`src/hdl/ppb_pkg.sv`:
```
// Shared types and constants for the page blocking unit.
package ppb_pkg;

  // ----------------------------------------------------------------
  // Request selection
  // ----------------------------------------------------------------
  localparam logic [31:0] LEAF_PAGE_BLOCK = 32'h0000_0009;
  localparam logic [1:0] PRIV_LEVEL_OK = 2'h0;
  localparam int PAGE_OFS_W = 12;
  localparam int VA_TOP = 47;

  // ----------------------------------------------------------------
  // Busy-operation vector bit positions
  // ----------------------------------------------------------------
  localparam int OP_ADD = 0;
  localparam int OP_AUGMENT = 1;
  localparam int OP_CREATE = 2;
  localparam int OP_LOAD = 3;
  localparam int OP_TYPE_MOD = 4;
  localparam int OP_WRITE_BACK = 5;
  localparam int OP_ACCEPT = 6;
  localparam int OP_ACCEPT_COPY = 7;
  localparam int OP_PERM_EXT = 8;
  localparam int OP_PERM_RESTR = 9;
  localparam int OP_EXTEND = 10;
  localparam int OP_INIT = 11;
  localparam int OP_EPOCH = 12;
  localparam int OP_W = 13;
  // Only operations that write the page collide with a shared access.
  localparam logic [OP_W-1:0] WRITER_MASK = 13'h003F;

  // ----------------------------------------------------------------
  // Register map and fields
  // ----------------------------------------------------------------
  localparam logic [7:0] REG_STATUS = 8'h00;
  localparam logic [7:0] REG_CLEAR = 8'h04;
  localparam logic [7:0] REG_ENABLE = 8'h08;
  localparam logic [7:0] REG_CACHE_BASE = 8'h0C;
  localparam logic [7:0] REG_MAP_INDEX = 8'h10;
  localparam logic [7:0] REG_MAP_DATA = 8'h14;
  localparam logic [7:0] REG_BLOCK_COUNT = 8'h18;
  localparam int EV_DONE = 0;
  localparam int EV_FAULT = 1;
  localparam int EV_BLOCKED = 2;
  localparam int EV_W = 3;
  localparam int MAP_VALID_BIT = 0;
  localparam int MAP_BLOCKED_BIT = 1;
  localparam int MAP_TYPE_LSB = 2;
  localparam logic [31:0] RESET_WORD = 32'h0000_0000;

  typedef enum logic [2:0] {
    type_regular, type_thread_control, type_control_page, type_trim,
    type_shadow_first, type_shadow_rest, type_version, type_other
  } ppb_ptype_t;

  typedef enum logic [1:0] {FLT_NONE, FLT_PROTECTION, FLT_PAGE} ppb_fault_t;

  typedef struct packed {
    logic valid;
    logic blocked;
    ppb_ptype_t ptype;
  } ppb_entry_t;

  typedef struct packed {
    logic [31:0] leaf;
    logic [1:0] priv;
    logic mode64;
    logic [63:0] eff_addr;
    logic [63:0] seg_base;
    logic [31:0] seg_limit;
  } ppb_req_t;

  typedef struct packed {
    ppb_fault_t fault;
    logic [63:0] fault_code;
    logic [63:0] status;
    logic zero_flag;
    logic carry_flag;
    logic parity_flag;
    logic adjust_flag;
    logic overflow_flag;
    logic sign_flag;
  } ppb_rsp_t;

endpackage : ppb_pkg

```
`src/hdl/ppb_addr_check.sv`:
```
// Address forming and range checks for the page blocking unit.
`timescale 1ns/1ps
module ppb_addr_check
  import ppb_pkg::*;
#(
  parameter int NUM_PAGES = 16,
  parameter int IDX_W = 4
) (
  input wire ppb_req_t req_in,
  input wire logic [31:0] cache_base_in,
  output logic canon_bad_out,
  output logic limit_bad_out,
  output logic align_bad_out,
  output logic outside_out,
  output logic [63:0] lin_out,
  output logic [IDX_W-1:0] idx_out
);

  logic [63:0] lin;
  logic [63:0] diff;

  // ----------------------------------------------------------------
  // Linear address always comes from the data segment; no override.
  // ----------------------------------------------------------------
  always_comb begin
    if (req_in.mode64) begin
      lin = req_in.eff_addr + req_in.seg_base;
    end else begin
      lin = {32'h0000_0000, req_in.eff_addr[31:0] + req_in.seg_base[31:0]};
    end
    canon_bad_out = req_in.mode64 && !((&lin[63:VA_TOP]) || !(|lin[63:VA_TOP]));
    limit_bad_out = !req_in.mode64 && (req_in.eff_addr[31:0] > req_in.seg_limit);
    align_bad_out = |lin[PAGE_OFS_W-1:0];
    diff = {12'h000, lin[63:PAGE_OFS_W]} - {32'h0000_0000, cache_base_in};
    // A page below the base wraps to a huge difference and fails too.
    outside_out = diff >= 64'(NUM_PAGES);
    idx_out = diff[IDX_W-1:0];
    lin_out = lin;
  end

endmodule : ppb_addr_check

```
`src/hdl/ppb_block_unit.sv`:
```
// Top of the page blocking unit: checks, page map, status registers.
// ----------------------------------------------------------------
// What this block does
// - A target address off a 4 KByte boundary ends in a protection fault with code zero.
// - A target outside the page cache ends in a page fault carrying that address, map untouched.
// - Once the address checks pass, all six flags and the status result start at zero.
// - A page in conflicting use sets the zero flag and returns the page conflict code.
// - An invalid map entry sets the zero flag and returns the page invalid code, entry untouched.
// - An unblockable page type sets carry and returns the control page or not blockable code.
// - A page already blocked sets carry, returns the already blocked code and stays as is.
// - Otherwise the blocked attribute is written to one with zero status and both flags clear, unless software writes the map data register in the same cycle.
// - An epoch lock on the owning control page returns the epoch locked code; the requester retries.
// - Access is shared; only operations writing the page give the conflict code, never a fault.
// - Accept, permission, extend, initialize and epoch operations run beside it freely.
// - In 64-bit mode a non-canonical target gives a protection fault with code zero.
// - In protected mode an address above the segment limit gives a protection fault with code zero.
// - Only leaf 09H at privilege level 0 is accepted; others give a protection fault.
// - The linear address is data segment base plus effective address, with no override.
// ----------------------------------------------------------------
//
// Local design decisions: the strobed register port and the address map.
`timescale 1ns/1ps
module ppb_block_unit
  import ppb_pkg::*;
#(
  parameter int NUM_PAGES = 16,
  parameter int IDX_W = 4,
  parameter logic [63:0] CODE_ALREADY_BLOCKED = 64'h0000_0000_0000_0001,
  parameter logic [63:0] CODE_EPOCH_LOCKED = 64'h0000_0000_0000_0002,
  parameter logic [63:0] CODE_NOT_BLOCKABLE = 64'h0000_0000_0000_0003,
  parameter logic [63:0] CODE_PAGE_INVALID = 64'h0000_0000_0000_0004,
  parameter logic [63:0] CODE_PAGE_CONFLICT = 64'h0000_0000_0000_0005,
  parameter logic [63:0] CODE_IS_CONTROL = 64'h0000_0000_0000_0006
) (
  input wire logic ref_clk_in,
  input wire logic nrst_in,
  input wire logic req_valid_in,
  input wire ppb_req_t req_in,
  input wire logic [OP_W-1:0] busy_ops_in,
  input wire logic epoch_lock_in,
  input wire logic [7:0] reg_addr_in,
  input wire logic [31:0] reg_wdata_in,
  input wire logic reg_wr_in,
  input wire logic reg_rd_in,
  output logic rsp_valid_out,
  output ppb_rsp_t rsp_out,
  output logic [31:0] reg_rdata_out,
  output logic irq_out
);

  // ----------------------------------------------------------------
  // Address checks
  // ----------------------------------------------------------------
  logic canon_bad;
  logic limit_bad;
  logic align_bad;
  logic outside;
  logic [63:0] lin;
  logic [IDX_W-1:0] idx;
  logic [31:0] base_q, base_d;

  ppb_addr_check #(
    .NUM_PAGES(NUM_PAGES),
    .IDX_W(IDX_W)
  ) u_check (
    .req_in(req_in),
    .cache_base_in(base_q),
    .canon_bad_out(canon_bad),
    .limit_bad_out(limit_bad),
    .align_bad_out(align_bad),
    .outside_out(outside),
    .lin_out(lin),
    .idx_out(idx)
  );

  // ----------------------------------------------------------------
  // State
  // ----------------------------------------------------------------
  ppb_entry_t map_q [NUM_PAGES];
  ppb_entry_t entry;
  ppb_rsp_t rsp_d;
  logic rsp_valid_d;
  logic blk_we;
  logic sw_map_we;
  logic [EV_W-1:0] ev;
  logic [EV_W-1:0] sts_q, sts_d;
  logic [EV_W-1:0] en_q, en_d;
  logic [IDX_W-1:0] midx_q, midx_d;
  logic [31:0] cnt_q, cnt_d;
  logic [31:0] rdata_d;
  logic irq_d;
  logic bad_sel;
  logic conflict;

  // Only writers of the page collide; accept, extend, epoch and the rest pass.
  assign conflict = |(busy_ops_in & WRITER_MASK);
  assign entry = map_q[idx];
  assign bad_sel = (req_in.leaf != LEAF_PAGE_BLOCK) || (req_in.priv != PRIV_LEVEL_OK);

  // ----------------------------------------------------------------
  // Operation decision
  // ----------------------------------------------------------------
  // Faults leave all flags at zero in the response; the flags only carry
  // meaning when the fault field reads none.
  always_comb begin
    rsp_d = '0;
    rsp_valid_d = req_valid_in;
    blk_we = 1'b0;
    if (req_valid_in) begin
      if (bad_sel) begin
        rsp_d.fault = FLT_PROTECTION;
      end else if (canon_bad || limit_bad) begin
        rsp_d.fault = FLT_PROTECTION;
      end else if (align_bad) begin
        rsp_d.fault = FLT_PROTECTION;
      end else if (outside) begin
        rsp_d.fault = FLT_PAGE;
        rsp_d.fault_code = lin;
      end else if (conflict) begin
        rsp_d.zero_flag = 1'b1;
        rsp_d.status = CODE_PAGE_CONFLICT;
      end else if (epoch_lock_in) begin
        rsp_d.status = CODE_EPOCH_LOCKED;
      end else if (!entry.valid) begin
        rsp_d.zero_flag = 1'b1;
        rsp_d.status = CODE_PAGE_INVALID;
      end else if (!(entry.ptype inside {type_regular, type_thread_control, type_trim,
                                         type_shadow_first, type_shadow_rest})) begin
        rsp_d.carry_flag = 1'b1;
        rsp_d.status = (entry.ptype == type_control_page) ? CODE_IS_CONTROL : CODE_NOT_BLOCKABLE;
      end else if (entry.blocked) begin
        rsp_d.carry_flag = 1'b1;
        rsp_d.status = CODE_ALREADY_BLOCKED;
      end else begin
        blk_we = 1'b1;
      end
    end
  end

  always_ff @(posedge ref_clk_in or negedge nrst_in) begin
    if (!nrst_in) begin
      rsp_valid_out <= 1'b0;
      rsp_out <= '0;
    end else begin
      rsp_valid_out <= rsp_valid_d;
      rsp_out <= rsp_d;
    end
  end

  // ----------------------------------------------------------------
  // Page map
  // ----------------------------------------------------------------
  // Software loads entries through the map data register. When software
  // and the unit write in the same cycle, software wins; the response
  // still reports the block, which is the price of a single write port.
  // Fields are placed by the register layout, not by the struct member order.
  assign sw_map_we = reg_wr_in && (reg_addr_in == REG_MAP_DATA);

  always_ff @(posedge ref_clk_in or negedge nrst_in) begin
    if (!nrst_in) begin
      for (int i = 0; i < NUM_PAGES; i++) begin
        map_q[i] <= '0;
      end
    end else if (sw_map_we) begin
      map_q[midx_q].valid <= reg_wdata_in[MAP_VALID_BIT];
      map_q[midx_q].blocked <= reg_wdata_in[MAP_BLOCKED_BIT];
      map_q[midx_q].ptype <= ppb_ptype_t'(reg_wdata_in[MAP_TYPE_LSB +: 3]);
    end else if (blk_we) begin
      map_q[idx].blocked <= 1'b1;
    end
  end

  // ----------------------------------------------------------------
  // Register file and interrupt
  // ----------------------------------------------------------------
  // Events: every response, every fault, every successful block.
  always_comb begin
    ev = '0;
    ev[EV_DONE] = rsp_valid_d;
    ev[EV_FAULT] = rsp_valid_d && (rsp_d.fault != FLT_NONE);
    ev[EV_BLOCKED] = blk_we;
    en_d = en_q;
    base_d = base_q;
    midx_d = midx_q;
    cnt_d = cnt_q + {31'h0000_0000, blk_we};
    sts_d = sts_q;
    if (reg_wr_in) begin
      case (reg_addr_in)
        REG_CLEAR: sts_d = sts_q & ~reg_wdata_in[EV_W-1:0];
        REG_ENABLE: en_d = reg_wdata_in[EV_W-1:0];
        REG_CACHE_BASE: base_d = reg_wdata_in;
        REG_MAP_INDEX: midx_d = reg_wdata_in[IDX_W-1:0];
        default: ;
      endcase
    end
    // A new event beats a clear arriving in the same cycle.
    sts_d = sts_d | ev;
    rdata_d = RESET_WORD;
    if (reg_rd_in) begin
      case (reg_addr_in)
        REG_STATUS: rdata_d = {29'h0000_0000, sts_q};
        REG_ENABLE: rdata_d = {29'h0000_0000, en_q};
        REG_CACHE_BASE: rdata_d = base_q;
        REG_MAP_INDEX: rdata_d = 32'(midx_q);
        REG_MAP_DATA: rdata_d = {27'h000_0000, map_q[midx_q].ptype, map_q[midx_q].blocked, map_q[midx_q].valid};
        REG_BLOCK_COUNT: rdata_d = cnt_q;
        default: rdata_d = RESET_WORD;
      endcase
    end
    irq_d = |(sts_d & en_d);
  end

  always_ff @(posedge ref_clk_in or negedge nrst_in) begin
    if (!nrst_in) begin
      sts_q <= '0;
      en_q <= '0;
      base_q <= RESET_WORD;
      midx_q <= '0;
      cnt_q <= RESET_WORD;
      reg_rdata_out <= RESET_WORD;
      irq_out <= 1'b0;
    end else begin
      sts_q <= sts_d;
      en_q <= en_d;
      base_q <= base_d;
      midx_q <= midx_d;
      cnt_q <= cnt_d;
      reg_rdata_out <= rdata_d;
      irq_out <= irq_d;
    end
  end

  // Each check looks one cycle after the request, where the answer stands; chk_priv_fault also checks the cycle after that.
  // Address checks pass when selection, canonical form and limit all pass.
  logic addr_ok;
  assign addr_ok = !bad_sel && !canon_bad && !limit_bad;
endmodule : ppb_block_unit

```
`config.mk`:
```
export PLATFORM = sky130hd
export DESIGN_NAME = ppb_block_unit
export DESIGN_NICKNAME = d
export VERILOG_FILES = /design/src/hdl/ppb_pkg.sv /design/src/hdl/ppb_addr_check.sv /design/src/hdl/ppb_block_unit.sv
export SDC_FILE = /design/constraint.sdc
export NUM_CORES = 1
export LEC_CHECK = 0
export ABC_AREA = 1
export BUFFER_PORTS_ARGS = -buffer_cell sky130_fd_sc_hd__buf_2
export CORE_UTILIZATION = 30
export CTS_CLUSTER_SIZE = 28
export DETAILED_ROUTE_END_ITERATION = 12
export HOLD_SLACK_MARGIN = 0.08
export PLACE_DENSITY = 0.48
export SYNTH_ARGS = -nofsm -noshare
export SYNTH_HDL_FRONTEND = slang
export SYNTH_SLANG_ARGS = --single-unit
```
`constraint.sdc`:
```
create_clock -name ref_clk_in -period 7.34 [get_ports ref_clk_in]
set_input_delay 1.101 -clock ref_clk_in [delete_from_list [all_inputs] [get_ports ref_clk_in]]
set_output_delay 1.101 -clock ref_clk_in [all_outputs]
set_load 0.005 [all_outputs]
```
### Word level (Yosys, flattened, before mapping)

Cells that the tools add are included.

* add/sub/neg operators: 4
* reductions and logical operators: 25
* mux-type cells: 58
* equal/unequal tests: 12
* bitwise logic cells: 6
* magnitude comparators: 6

Operator list (count)
* $mux 130: 3
* $bwmux 80: 4
* $pmux 32 s6: 1
* $mux 80: 2
* $mux 132: 1
* $mux 66: 2
* $demux 5 s4: 4
* $add 64x64->64: 1
* $ge 64x5->1 const B: 1
* $mux 64: 1
* $sub 52x32->53: 1
* $bmux 5 s4: 2
* $add 32x1->32: 1
* $add 32x32->32: 1
* $gt 32x32->1: 1
* $mux 32: 1
* $ne 32x4->1 const B: 1
* $mux 3: 9
* $mux 5: 5
* $eq 8x5->1 const B: 3
* $reduce_and 17->1: 1
* $reduce_or 17->1: 1
* $eq 8x4->1 const B: 2
* $mux 1: 16
* other kinds (23): 46

* output and inout bits: 170
* logic and storage cells: 172
* input bits: 254
* register bits after elaboration: 320

### Longest topological paths before layout

Gate-level depths: netlist of run 1.

* word-level depth: 23
* gate-level depth with buffers: 48
* gate-level depth less buffers: 48

### Hierarchy

A second synthesis of run 1 with hierarchy kept.

* cells, all modules: 3475
* area total of the unflattened synthesis: 22166.3 um^2

Modules (own cells, without submodules)
* ppb_block_unit: times used 1, cells each 1419, area each 12205.5 um^2
* ppb_addr_check: times used 1, cells each 2056, area each 9960.8 um^2

### Worst setup path after synthesis of run 1

OpenSTA, ideal clock, no wires.

* path type: input to register
* start: input req_in[32] (netlist bit)
* end: register cnt_q[30]
* library setup time: 0.123 ns
* data required time: 7.217 ns
* data arrival time: 7.103 ns
* slack: 0.114 ns
* cell stages on the path: 47
* path buffers: 0
* path through: ha_1 inv_1 fa_1 inv_1 nand3_1 nand3_1 nand3_1 nand3_1 xnor2_1 ha_1 inv_1 fa_1 nand2_1 inv_1 nand2_1 nand2_1 nand2_1 nand2_1 [... 11 more ...] nand3_1 nor3_1 ha_1 ha_1 nand3_1 inv_1 nand3_1 nor2_1 nand2_1 nor2_1 nand4_1 nor3_1 nand4_1 nor4_1 nand4_1 nor2_1 nand4_1 xnor2_1

* word-level cells in the longest chain between the ends: 19

RTL lines
* from (decl): RTL line ppb_block_unit.sv:38 `input wire ppb_req_t req_in,`
* $add 64x64->64 or $add 32x32->32 (tied branches): RTL line ppb_addr_check.sv:27, ppb_addr_check.sv:29
* $mux 64 *: RTL line ppb_addr_check.sv:26 `if (req_in.mode64) begin`
* $sub 52x32->53: RTL line ppb_addr_check.sv:34 `diff = {12'h000, lin[63:PAGE_OFS_W]} - {32'h0000_0000, cache_base_in};`
* $not 4->5 (not written as such): RTL line ppb_block_unit.sv:97 `assign entry = map_q[idx];`
* $bmux 5 s4: RTL line ppb_block_unit.sv:97
* $mux 5 (not written as such) (2 in series): RTL line ppb_block_unit.sv:97
* $eq 3x1->1 (tied with other cells): RTL line ppb_block_unit.sv:127 `end else if (!(entry.ptype inside {type_regular, type_thread_control, type_trim,`
* $reduce_bool 5->1: RTL line ppb_block_unit.sv:127
* [... 3 more ...]
* $mux 1: RTL line ppb_block_unit.sv:119 `end else if (conflict) begin`
* $mux 1: RTL line ppb_block_unit.sv:116 `end else if (outside) begin`
* $mux 1: RTL line ppb_block_unit.sv:114 `end else if (align_bad) begin`
* $mux 1 *: RTL line ppb_block_unit.sv:112 `end else if (canon_bad || limit_bad) begin`
* $mux 1 *: RTL line ppb_block_unit.sv:110 `if (bad_sel) begin`
* $mux 1 *: RTL line ppb_block_unit.sv:109 `if (req_valid_in) begin`
* $add 32x1->32 *: RTL line ppb_block_unit.sv:185 `cnt_d = cnt_q + {31'h0000_0000, blk_we};`
* via cnt_d[30]: RTL line ppb_block_unit.sv:89 `logic [31:0] cnt_q, cnt_d;`
* to (signal assigned): RTL line ppb_block_unit.sv:227 `cnt_q <= cnt_d;`
* to (decl): RTL line ppb_block_unit.sv:89

Mark *: on every way through the listed nets, which the timed path passes. The rest lies on a longest branch. The select of a mux whose other input is x is not followed.
A chain may end at the register's enable or synchronous reset.

### Final worst setup path of run 1

* start: input req_in[114] (netlist bit)
* end: register cnt_q[27]

* word-level cells in the longest chain between the ends: 12

RTL lines (RTL line)
* parallel branches: the longest is 8 deep, another holds $add 64x64->64
* $mux 1 *: ppb_block_unit.sv:112
* $mux 1 *: ppb_block_unit.sv:110
* $mux 1 *: ppb_block_unit.sv:109
* $add 32x1->32 *: ppb_block_unit.sv:185
* via cnt_d[27]: ppb_block_unit.sv:89

Mark *: on every way through the listed nets, which the timed path passes.

==> results_dict.tcl, run 1 <==
set metrics [dict create \
    outcome "completed" \
    grt_max_degree 143 \
    ys.flop_type "dfrtp_1" \
    rsz0062_at_grt "true" \
    nets 4654 \
    pre_cts_ws_ns -1.08 \
    hold_ws_ns 0.441 \
    final_max_slew_viol_count 0 \
    powerDensity_nw_per_um2 164 \
    ant_nets 0 \
    dp_hpwl_microns 71700 \
    syn_area_per_cell_sq_um 6.46 \
    setup_ws_ns 0.417 \
    finalHoldViolCount 0 \
    finalSetupViolations 0 \
    synth_top_family_by_area "simple AND/OR/NAND/NOR gates" \
    crit_arrival_ns 7.41 \
    met3_length_microns 4370 \
    core_area_sq_um 72000 \
    yosys_register_bits 259 \
    synth_warnings 0 \
    cts_tree "built" \
    dr_wl_met2_microns 40600 \
    end_kind "register" \
    wl_met1_microns 41100 \
    port_buffers 351 \
    die_y_microns 273 \
    p_leak_uw 0.0168 \
    r2r-start "base_q[0]" \
    final_layout_size_suffix_gt1_share_pct 32.1 \
    tightest_slew_ns 0.985 \
    syn_area_sq_um 22000 \
    slew_headroom_pct 34.1 \
    start_util_pct 30.5 \
    routed_wl_microns 88000 \
    crit_fanout 4 \
    path_clk_slew_ns 0.06 \
    drt-initial-drc-count 1450 \
    overflow 0 \
    muxShareOfSynthArea_pct 0 \
    synth_xor_area_share_pct 2.59 \
    startpoint_type "primary input" \
    crit_type "primary input to register" \
    synth_edf_count 0 \
    worst_ep_required_time_ns 7.83 \
    cp_slowest_cell "ha_4" \
    rows 98 \
    firstDrtPassIters 5 \
    max_stage_delay_ns 0.29 \
    areaGrowthSynthToFinish_pct 44.2 \
    synthTopCellsByArea "dfrtp_1 30%, nand2_1 17%, inv_1 10%" \
    first_global_vias 23207 \
    die_w_microns 273 \
    yosysMostFrequentCell "nand2_1" \
    wire_per_inst_microns 16.8 \
    dp_cells 5149 \
    grt_usage_pct 22.7 \
    clock_skew_ns 0.0353 \
    ys_seq_area_share_pct 29.5 \
    fin_crit_ns 6.92 \
    worstHoldPathType "primary input to asynchronous set/reset pin" \
    synthTopCellsByCount "1021 x nand2_1, 587 x inv_1, 361 x nor2_1" \
    root_buffer "clkbuf_16" \
    antenna_found_initial 4 \
    fin_area_sq_um 31700 \
    dieArea_sq_um 74300 \
    synth.distinct_cells 58 \
    clk-insertion-delay-late_ns 0.63 \
    drt-vias-per-instance 4.68 \
    yosys.area_share.simple_pct 34.0 \
    numCtsBuffers 31 \
    cpLargestDelayFamily "simple AND/OR/NAND/NOR gates" \
    io_pins 424 \
    cap_violations 0 \
    ir_worst_vdd_v 0.000152 \
    startpoint "req_in[114]" \
    gp_congestion 0.933 \
    grt_pass1_wl_microns 130000 \
    max_freq_mhz 144 \
    top_layer_used "met5" \
    htree_levels 1 \
    dr_total_vias 24514 \
    synthCells 3401 \
    synthArstFlopShare_pct 100 \
    cts.sinks 259 \
    cts_hold_buf 0 \
    place_area_sq_um 28200 \
    yosys.area.top_type "dfrtp_1" \
    synthAdderAreaFrac_pct 7.53 \
    fin_cells 5242 \
    path_buf_inv 11 \
    synth_compound_area_share_pct 12.6 \
    drc 0 \
    min_period_over_period_pct 94.3 \
    netlist.area_leader.share_pct 29.5 \
    clk_path_buf_depth 3 \
]
cells by family after synthesis:
kind of cell	count (synthesis)
compound gates	471
xor+xnor	65
fa+ha+maj	131
buf+inv	722
flops	259
other cells	1
simple gates	1752
path summary, 6_finish.rpt:
path | to | slack, ns | cells after the start
setup / recovery | cnt_q[27] | 0.42 | 48
max in group asynchronous | rsp_out[131] | 5.61 | 2
min in group ref_clk_in | cnt_q[31] | 0.47 | 1
setup reg to reg | cnt_q[27] | 1.66 | 37
hold / removal | rsp_out[71] | 0.44 | 1
hold reg to reg | cnt_q[31] | 0.47 | 1
per-stage QoR:
stage	utilization (%)	power [uW]	setup TNS, ns
floorplan	-	2350	0
global placement	39.2	3270	-8.55
detailed placement	39.2	3270	-12.17
CTS	40.9	4980	0
global route	44.0	5500	-0.507
finish	44.0	5210	0
layout by cell type (no fill, tap or decap), drive strengths merged, types with 21 or more instances in the layout:
cell type,instances
a21oi,162
a22oi,52
buf,879
clkbuf,38
conb,77
dfrtp,259
ha,129
inv,604
nand2,1030
nand3,176
nand4,52
nor2,387
nor3,47
o21ai,155
o221ai,26
o22ai,21
xor2,49
layer usage:
layer / vias up / track usage, %
met5: - / 0
met4: 2 / 5.43
met3: 97 / 2.09
met2: 685 / 37.4
met1: 11292 / 31.7
li1: 12438 / -
where the power goes:
part	internal [uW]	total [uW]	switching (uW)
logic	914	2100	1180
clock network	962	1650	693
registers	1440	1450	9.47
what timing repair did:
action	4_1_cts	5_1_grt
pin swaps	4	114
endpoints found under the hold margin	0	0
setup endpoints to repair	10	15
setup buffers	3	34
gates resized for setup	38	439
registers in the layout (all words and copies together), names as in the netlist:
signal and flops:
map_q 80, rsp_out 71, base_q 32, cnt_q 32, reg_rdata_out 32, midx_q 4
en_q 3, sts_q 3, irq_out 1, rsp_valid_out 1
layout make-up:
class                   instances  area, sq um
inverters                     602         2260
clock buffers                  38          842
fillers                      7587        40300
diodes                          1         2.50
flip-flops and latches        259         6480
well taps                     950         1190
repair buffers                879         5830
multi-input cells            2496        14800
clock inverters                17          230
Note: power is estimated with default switching activity, not from simulation.
==> run 2, diff against run 1 <==
--- a/config.mk
+++ b/config.mk
@@ -5,7 +5,7 @@
 export SDC_FILE = /design/constraint.sdc
 export NUM_CORES = 1
 export LEC_CHECK = 0
-export ABC_AREA = 1
+export ABC_AREA = 0
 export BUFFER_PORTS_ARGS = -buffer_cell sky130_fd_sc_hd__buf_2
 export CORE_UTILIZATION = 30
 export CTS_CLUSTER_SIZE = 28
==> results_dict.tcl, run 2 <==
set metrics [dict create \
    fin_crit_ns 7.08 \
    r2r_slack_ns 2.17 \
    gp_congestion 0.986 \
    io_pins 424 \
    crit_fanout 5 \
    drc 0 \
    slew_headroom_pct 18.5 \
    outcome "completed" \
    die_w_microns 263 \
    port_buffers 351 \
    rows 95 \
    cts.sinks 259 \
    synthArstFlopShare_pct 100 \
    startpoint_type "primary input" \
    ys.flop_type "dfrtp_1" \
    worstHoldPathType "register to register" \
    grt_max_degree 177 \
    areaGrowthSynthToFinish_pct 35.9 \
    max_stage_delay_ns 0.45 \
    end_kind "register" \
    overflow 0 \
    p_leak_uw 0.0133 \
    finalSetupViolations 0 \
    grt_usage_pct 23.0 \
    yosys.area.top_type "dfrtp_1" \
    wire_per_inst_microns 20.8 \
    startpoint "req_in[38]" \
    ir_worst_vdd_v 0.000193 \
    antenna_found_initial 3 \
    clk-insertion-delay-late_ns 0.61 \
    cts_tree "built" \
    regMostFlops "map_q" \
    routed_wl_microns 81400 \
    max_freq_mhz 141 \
    yosys_register_bits 259 \
    finalPower_uw 5130 \
    crit_arrival_ns 7.57 \
    syn_area_per_cell_sq_um 9.13 \
    top_regs "map_q: 80 flops, rsp_out: 71 flops" \
    cp_common_cell "buf_4" \
    worst_ep_required_time_ns 7.82 \
    synthCells 2234 \
    cap_violations 0 \
    ant_nets 0 \
    largest_reg_flops 80 \
    crit_type "primary input to register" \
    die_y_microns 263 \
    syn_area_sq_um 20400 \
    clk_path_buf_depth 3 \
    htree_levels 1 \
    layout_common_cells "488 x buf_4, 350 x buf_2, 259 x dfrtp_1" \
    drt-vias-per-instance 5.19 \
    dr_total_vias 20305 \
    synthTopCellsByArea "dfrtp_1 32%, ha_1 7.9%, mux2_2 5.7%" \
    dp_hpwl_microns 66700 \
    layout_commonest_cell "buf_4" \
    cp_slowest_cell "or4_4" \
    synth.distinct_cells 107 \
    root_buffer "clkbuf_16" \
    r2r-start "base_q[0]" \
    final_max_slew_viol_count 0 \
    path_clk_slew_ns 0.06 \
    dieArea_sq_um 69100 \
    min_period_over_period_pct 96.5 \
    powerDensity_nw_per_um2 185 \
    final_layout_size_suffix_gt1_share_pct 38.5 \
    tightest_slew_ns 1.21 \
    ys_seq_area_share_pct 31.8 \
    netlist.area_leader.share_pct 31.8 \
    yosysMostFrequentCell "dfrtp_1" \
    numCtsBuffers 31 \
    drt-initial-drc-count 1182 \
    holdCritStartpoint "cnt_q[8]" \
    finalHoldViolCount 0 \
    synth_warnings 0 \
    hold_ws_ns 0.492 \
    core_area_sq_um 67300 \
    cts_hold_buf 0 \
    clock_skew_ns 0.0299 \
    start_util_pct 30.3 \
    grt_pass1_wl_microns 124000 \
    synthTopCellsByCount "259 x dfrtp_1, 212 x nand2_1, 183 x nor2_1" \
    synth_edf_count 0 \
    nets 3402 \
    first_global_vias 20792 \
    firstDrtPassIters 5 \
]
run 2: layout make-up:
class                   count  area, sq um
fillers                  6833        39500
inverters                 103          387
diodes                      1         2.50
repair buffers            847         5580
multi-input cells        1775        13200
clock buffers              40          840
flip-flops and latches    259         6480
well taps                 873         1090
clock inverters            15          188
run 2: stage by stage:
step	setup slack [ns]	util [%]	TNS [ns]	std cells	cell area, sq um
CTS	0.00320	40.9	0	3909	27500
global route	-0.0415	41.2	-0.173	3912	27700
detailed placement	-0.784	39.2	-29.62	3851	26400
floorplan	0.000286	-	0	2310	20800
global placement	-0.781	39.2	-29.98	3851	26400
finish	0.257	41.2	0	3913	27700
run 2: where the power goes:
part,switching (uW),internal [uW]
clock,661,915
sequential,14.1,1440
combinational,1130,966
total,1810,3330
run 2: cell families after synthesis:
group	count (synthesis)	share of synthesized area [%]
AOI/OAI and AO/OA	552	18.4
xor gates and xnor gates	100	4.29
adders and majority gates	131	8.11
buffers and inverters	276	6.93
DFF	259	31.8
muxes	161	11.5
other	1	0.0184
and+or+nand+nor	754	19.0
run 2: worst paths after layout:
kind,endpoint,cells past startpoint
setup / recovery,cnt_q[24],32
hold / removal,cnt_q[8],1
setup reg to reg,cnt_q[24],24
hold reg to reg,cnt_q[8],1
max in group asynchronous,base_q[28],2
min in group asynchronous,rsp_out[129],1
run 2: timing repair:
item                       CTS  global route
setup endpoints to repair   16            30
setup buffers                3             3
cloned                       0             0
pin swaps                   13            16
resized for setup           25            44
run 2: routing by layer:
layer,track usage (%),wire length [microns]
met1,28.5,34200
met2,41.4,40700
met3,2.43,3480
met4,7.50,2930
met5,0,23
run 2: critical path, delay by kind of cell:
kind | cells | cell delay (ns)
AO/OA/AOI/OAI | 8 | 2.02
XOR/XNOR | 2 | 0.22
AND/OR/NAND/NOR | 12 | 2.33
buffers and inverters | 6 | 0.96
adder cells (fa/ha/maj) | 4 | 0.93
